===== src/verilog/drfc_desc_ram.sv =====
`timescale 1ns/10ps
module drfc_desc_ram (
  // Clock and reset
  input  wire logic        clock,
  input  wire logic        rst,
  // Write port
  input  wire logic        wr_en,
  input  wire logic [3:0]  wr_addr,
  input  wire logic [31:0] wr_data,
  // Read port
  input  wire logic [3:0]  rd_addr,
  output logic      [31:0] rd_data
);
  logic [31:0] mem_reg [0:15];

  always_ff @(posedge clock) begin
    if (wr_en) begin
      mem_reg[wr_addr] <= wr_data;
    end
  end

  always_ff @(posedge clock or posedge rst) begin
    if (rst) begin
      rd_data <= 32'h0000_0000;
    end else begin
      rd_data <= mem_reg[rd_addr];
    end
  end
endmodule


===== config.mk =====
export PLATFORM = sky130hd
export DESIGN_NAME = drfc_desc_ram
export DESIGN_NICKNAME = d
export VERILOG_FILES = /design/src/verilog/drfc_desc_ram.sv
export SDC_FILE = /design/constraint.sdc
export NUM_CORES = 1
export LEC_CHECK = 0
export ABC_AREA = 1
export BUFFER_PORTS_ARGS = -buffer_cell sky130_fd_sc_hd__buf_2
export CAP_MARGIN = 20
export CORE_UTILIZATION = 35
export CTS_CLUSTER_DIAMETER = 100
export DETAILED_ROUTE_END_ITERATION = 10
export PLACE_DENSITY = 0.51
export SYNTH_ARGS = -nofsm -noshare
export SYNTH_HDL_FRONTEND = slang
export SYNTH_SLANG_ARGS = --single-unit

===== constraint.sdc =====
create_clock -name clock -period 1 [get_ports clock]
set_input_delay 0.1 -clock clock [delete_from_list [all_inputs] [get_ports clock]]
set_output_delay 0.1 -clock clock [all_outputs]
set_load 0.1 [all_outputs]

==> results_dict.tcl <==
set metrics [dict create \
    status "complete, but fails checks" \
    violations "setup timing" \
    synth_area_leader_cell "edfxtp_1" \
    area_growth_pct 23.60 \
    cts.clk_slew.worst_paths_ps 60 \
    path_delay_family "flip-flops" \
    multiInputGateArea_sq_um 4975 \
    fmax_mhz 735.1 \
    crit_required_ps 900 \
    core_sq_um 64580 \
    vias 14800 \
    cts_root_buf "clkbuf_16" \
    p_int_w 0.03903 \
    grt.overflow.total 0 \
    place_hpwl_microns 34720 \
    largest_reg_flops 512 \
    setup-violations-final 32 \
    avgSynthCellArea_sq_um 10.79 \
    register_area_sq_um 16180 \
    arrival_ps 1260 \
    drv_cap 0 \
    netlist_area_sq_um 22890 \
    ant_nets 0 \
    fp.dieH_microns 257.8 \
    finalWorstSetupSlack_ps -360.4 \
    synth_area_leaders "edfxtp_1, nand2_1, nand3_1" \
    skew_ps 21.65 \
    cts_tree "done" \
    dp_cells 3058 \
    slew_headroom 0.7537 \
    numCtsBuffers 56 \
    layout.nets 2338 \
    yosys_warnings 0 \
    clk_latency_ps 620 \
    drc 0 \
    critical_path.cell_chain "buf_12" \
    dr.first_iter.drc_count 859 \
    synth-edff-count 512 \
    worstMarginPinSlew_ps 369.4 \
    core.rowCount 93 \
    final_cells 3195 \
    hold_violations 0 \
    netlist-cell-type-count 15 \
    grt_pass1_wl_microns 88100 \
    htreeDepth 2 \
    start_kind "register" \
    synth_nets 2164 \
    leakagePower_nw 11.95 \
    drive_gt1_frac 0.1513 \
    period_minus_slack_ps 1360 \
    netSwitchingPower_w 0.01225 \
    path_class "reg2out" \
    ios 75 \
    hp-class "in2reg" \
    firstDrtPassIters 4 \
    synth.most_common_cell "nand2_1" \
    ir_worst_vdd_uv 1225 \
    place.gp.congestion 0.7785 \
    vias_per_cell 4.632 \
    period_share 1.360 \
    final.fill_count 6013 \
    cp_slowest_stage_delay_ps 450 \
    synth_top_cell_area_share 0.6715 \
    rsz0062_at_grt "yes" \
    hp-start "rd_addr[0]" \
    slowest_stage "dfrtp_2" \
    power_frac_clock 0.398 \
    dp_slack_ps -379.9 \
    antenna_found_initial 1 \
    grt_max_degree 40 \
    reg2reg_from "mem_reg[4][22]" \
    clock_sinks 544 \
    end_kind "output port" \
    syn_inst 2121 \
    netlist_top_cells_count "nand2_1, edfxtp_1, inv_1" \
    ys_seq_area_frac 0.7065 \
    cp_max_fo 1 \
    ys_async_sr_fraction 0.05882 \
    synth_flop_cell "edfxtp_1" \
    cp-startpoint "rd_data[10]" \
    power_frac_seq 0.502 \
    drv_slew 0 \
    combinationalPowerShare 0.100 \
    wl_per_cell_microns 17.98 \
    path_buf_inv 1 \
    start_util 0.3545 \
    ys_ff_latch 544 \
    drt_wl_total_microns 57450 \
    track_usage 0.1746 \
    powerDensity_nw_per_um2 1812 \
    cts_buffer_depth 3 \
    fp.dieArea_sq_um 66440 \
    dieWidth_microns 257.8 \
    swShare 0.2389 \
    final_core_util 0.4382 \
    io_buffers 74 \
    grt_pass1_vias 14680 \
]
==> final cells by class <==
class / count / area share
clock inverters: 35 / 0.01163
diodes: 1 / 0.00008843
repair buffers: 221 / 0.09953
multi-input cells: 1081 / 0.1758
inverters: 391 / 0.05248
clock buffers: 67 / 0.05098
well taps: 855 / 0.03780
flip-flops and latches: 544 / 0.5717
==> routing by layer <==
layer	global-route usage	up-vias	routed length, microns
li1	-	7199	-
met1	0.2386	7236	26440
met2	0.2867	263	27340
met3	0.02562	101	2093
met4	0.05506	0	1576
met5	0	-	0
==> what timing repair did <==
| item | 4_1_cts | 5_1_grt |
|---|---|---|
| hold buffers | 34 | 0 |
| endpoints found under the hold margin | 547 | 0 |
| pin swaps | 0 | 25 |
| resized for setup | 6 | 53 |
| setup endpoints to repair | 36 | 53 |
| setup buffers | 0 | 0 |
==> worst reg2reg max path, delay by kind of cell (launching register included) <==
family / cells / cell delay, ps
and+or+nand+nor: 5 / 370
DFF: 1 / 380
buffers and inverters: 1 / 70
==> cells by family after synthesis <==
logic type,after synthesis,share of synthesized area
buffers and inverters,496,0.09487
flip-flops,544,0.7065
AND/OR/NAND/NOR,1081,0.1986
==> layout by cell type, fill, tap and decap left out, types with 11 or more instances in the layout <==
cell type and instances:
clkbuf_16 56, dfrtp_1 30, clkbuf_1 11, nor2_4 17, nand3_2 47, buf_4 54, nand2_1 664, inv_1 382
dlygate4sd3_1 34, buf_12 93, edfxtp_1 512, clkinv_1 13, nand3_1 337, clkinv_2 12, buf_2 39
==> power by group through the flow <==
| stage | registers, W | clock network (W) | logic (W) |
|---|---|---|---|
| floorplan | 0.0272 | 0 | 0.00181 |
| global placement | 0.0262 | 0 | 0.00495 |
| detailed placement | 0.0262 | 0 | 0.00499 |
| CTS | 0.0258 | 0.0208 | 0.00512 |
| global route | 0.0258 | 0.0216 | 0.00553 |
| finish | 0.0257 | 0.0204 | 0.00514 |
==> worst paths after layout <==
kind	end	slack (ps)	depth (start not counted)
worst max-delay path	rd_data[10]	-360	1
worst min-delay path	rd_data[10]	50	6
worst max register to register	rd_data[22]	50	6
worst min register to register	rd_data[21]	660	6
max in group asynchronous	rd_data[14]	660	4
min in group asynchronous	rd_data[27]	90	4
==> per-stage QoR <==
| stage | power, W | TNS [ps] | area [sq um] | hold WS [ps] |
|---|---|---|---|---|
| after floorplan | 0.02897 | -161510 | 23070 | 198.9 |
| after global placement | 0.03117 | -137690 | 25930 | 176.4 |
| after detailed placement | 0.03122 | -142710 | 25930 | 170.9 |
| after CTS | 0.05167 | -10650 | 28060 | 25.32 |
| after global routing | 0.05289 | -10750 | 28300 | 84.93 |
| final | 0.05128 | -9366 | 28300 | 53.72 |
Power figures use the tool's default switching activity.
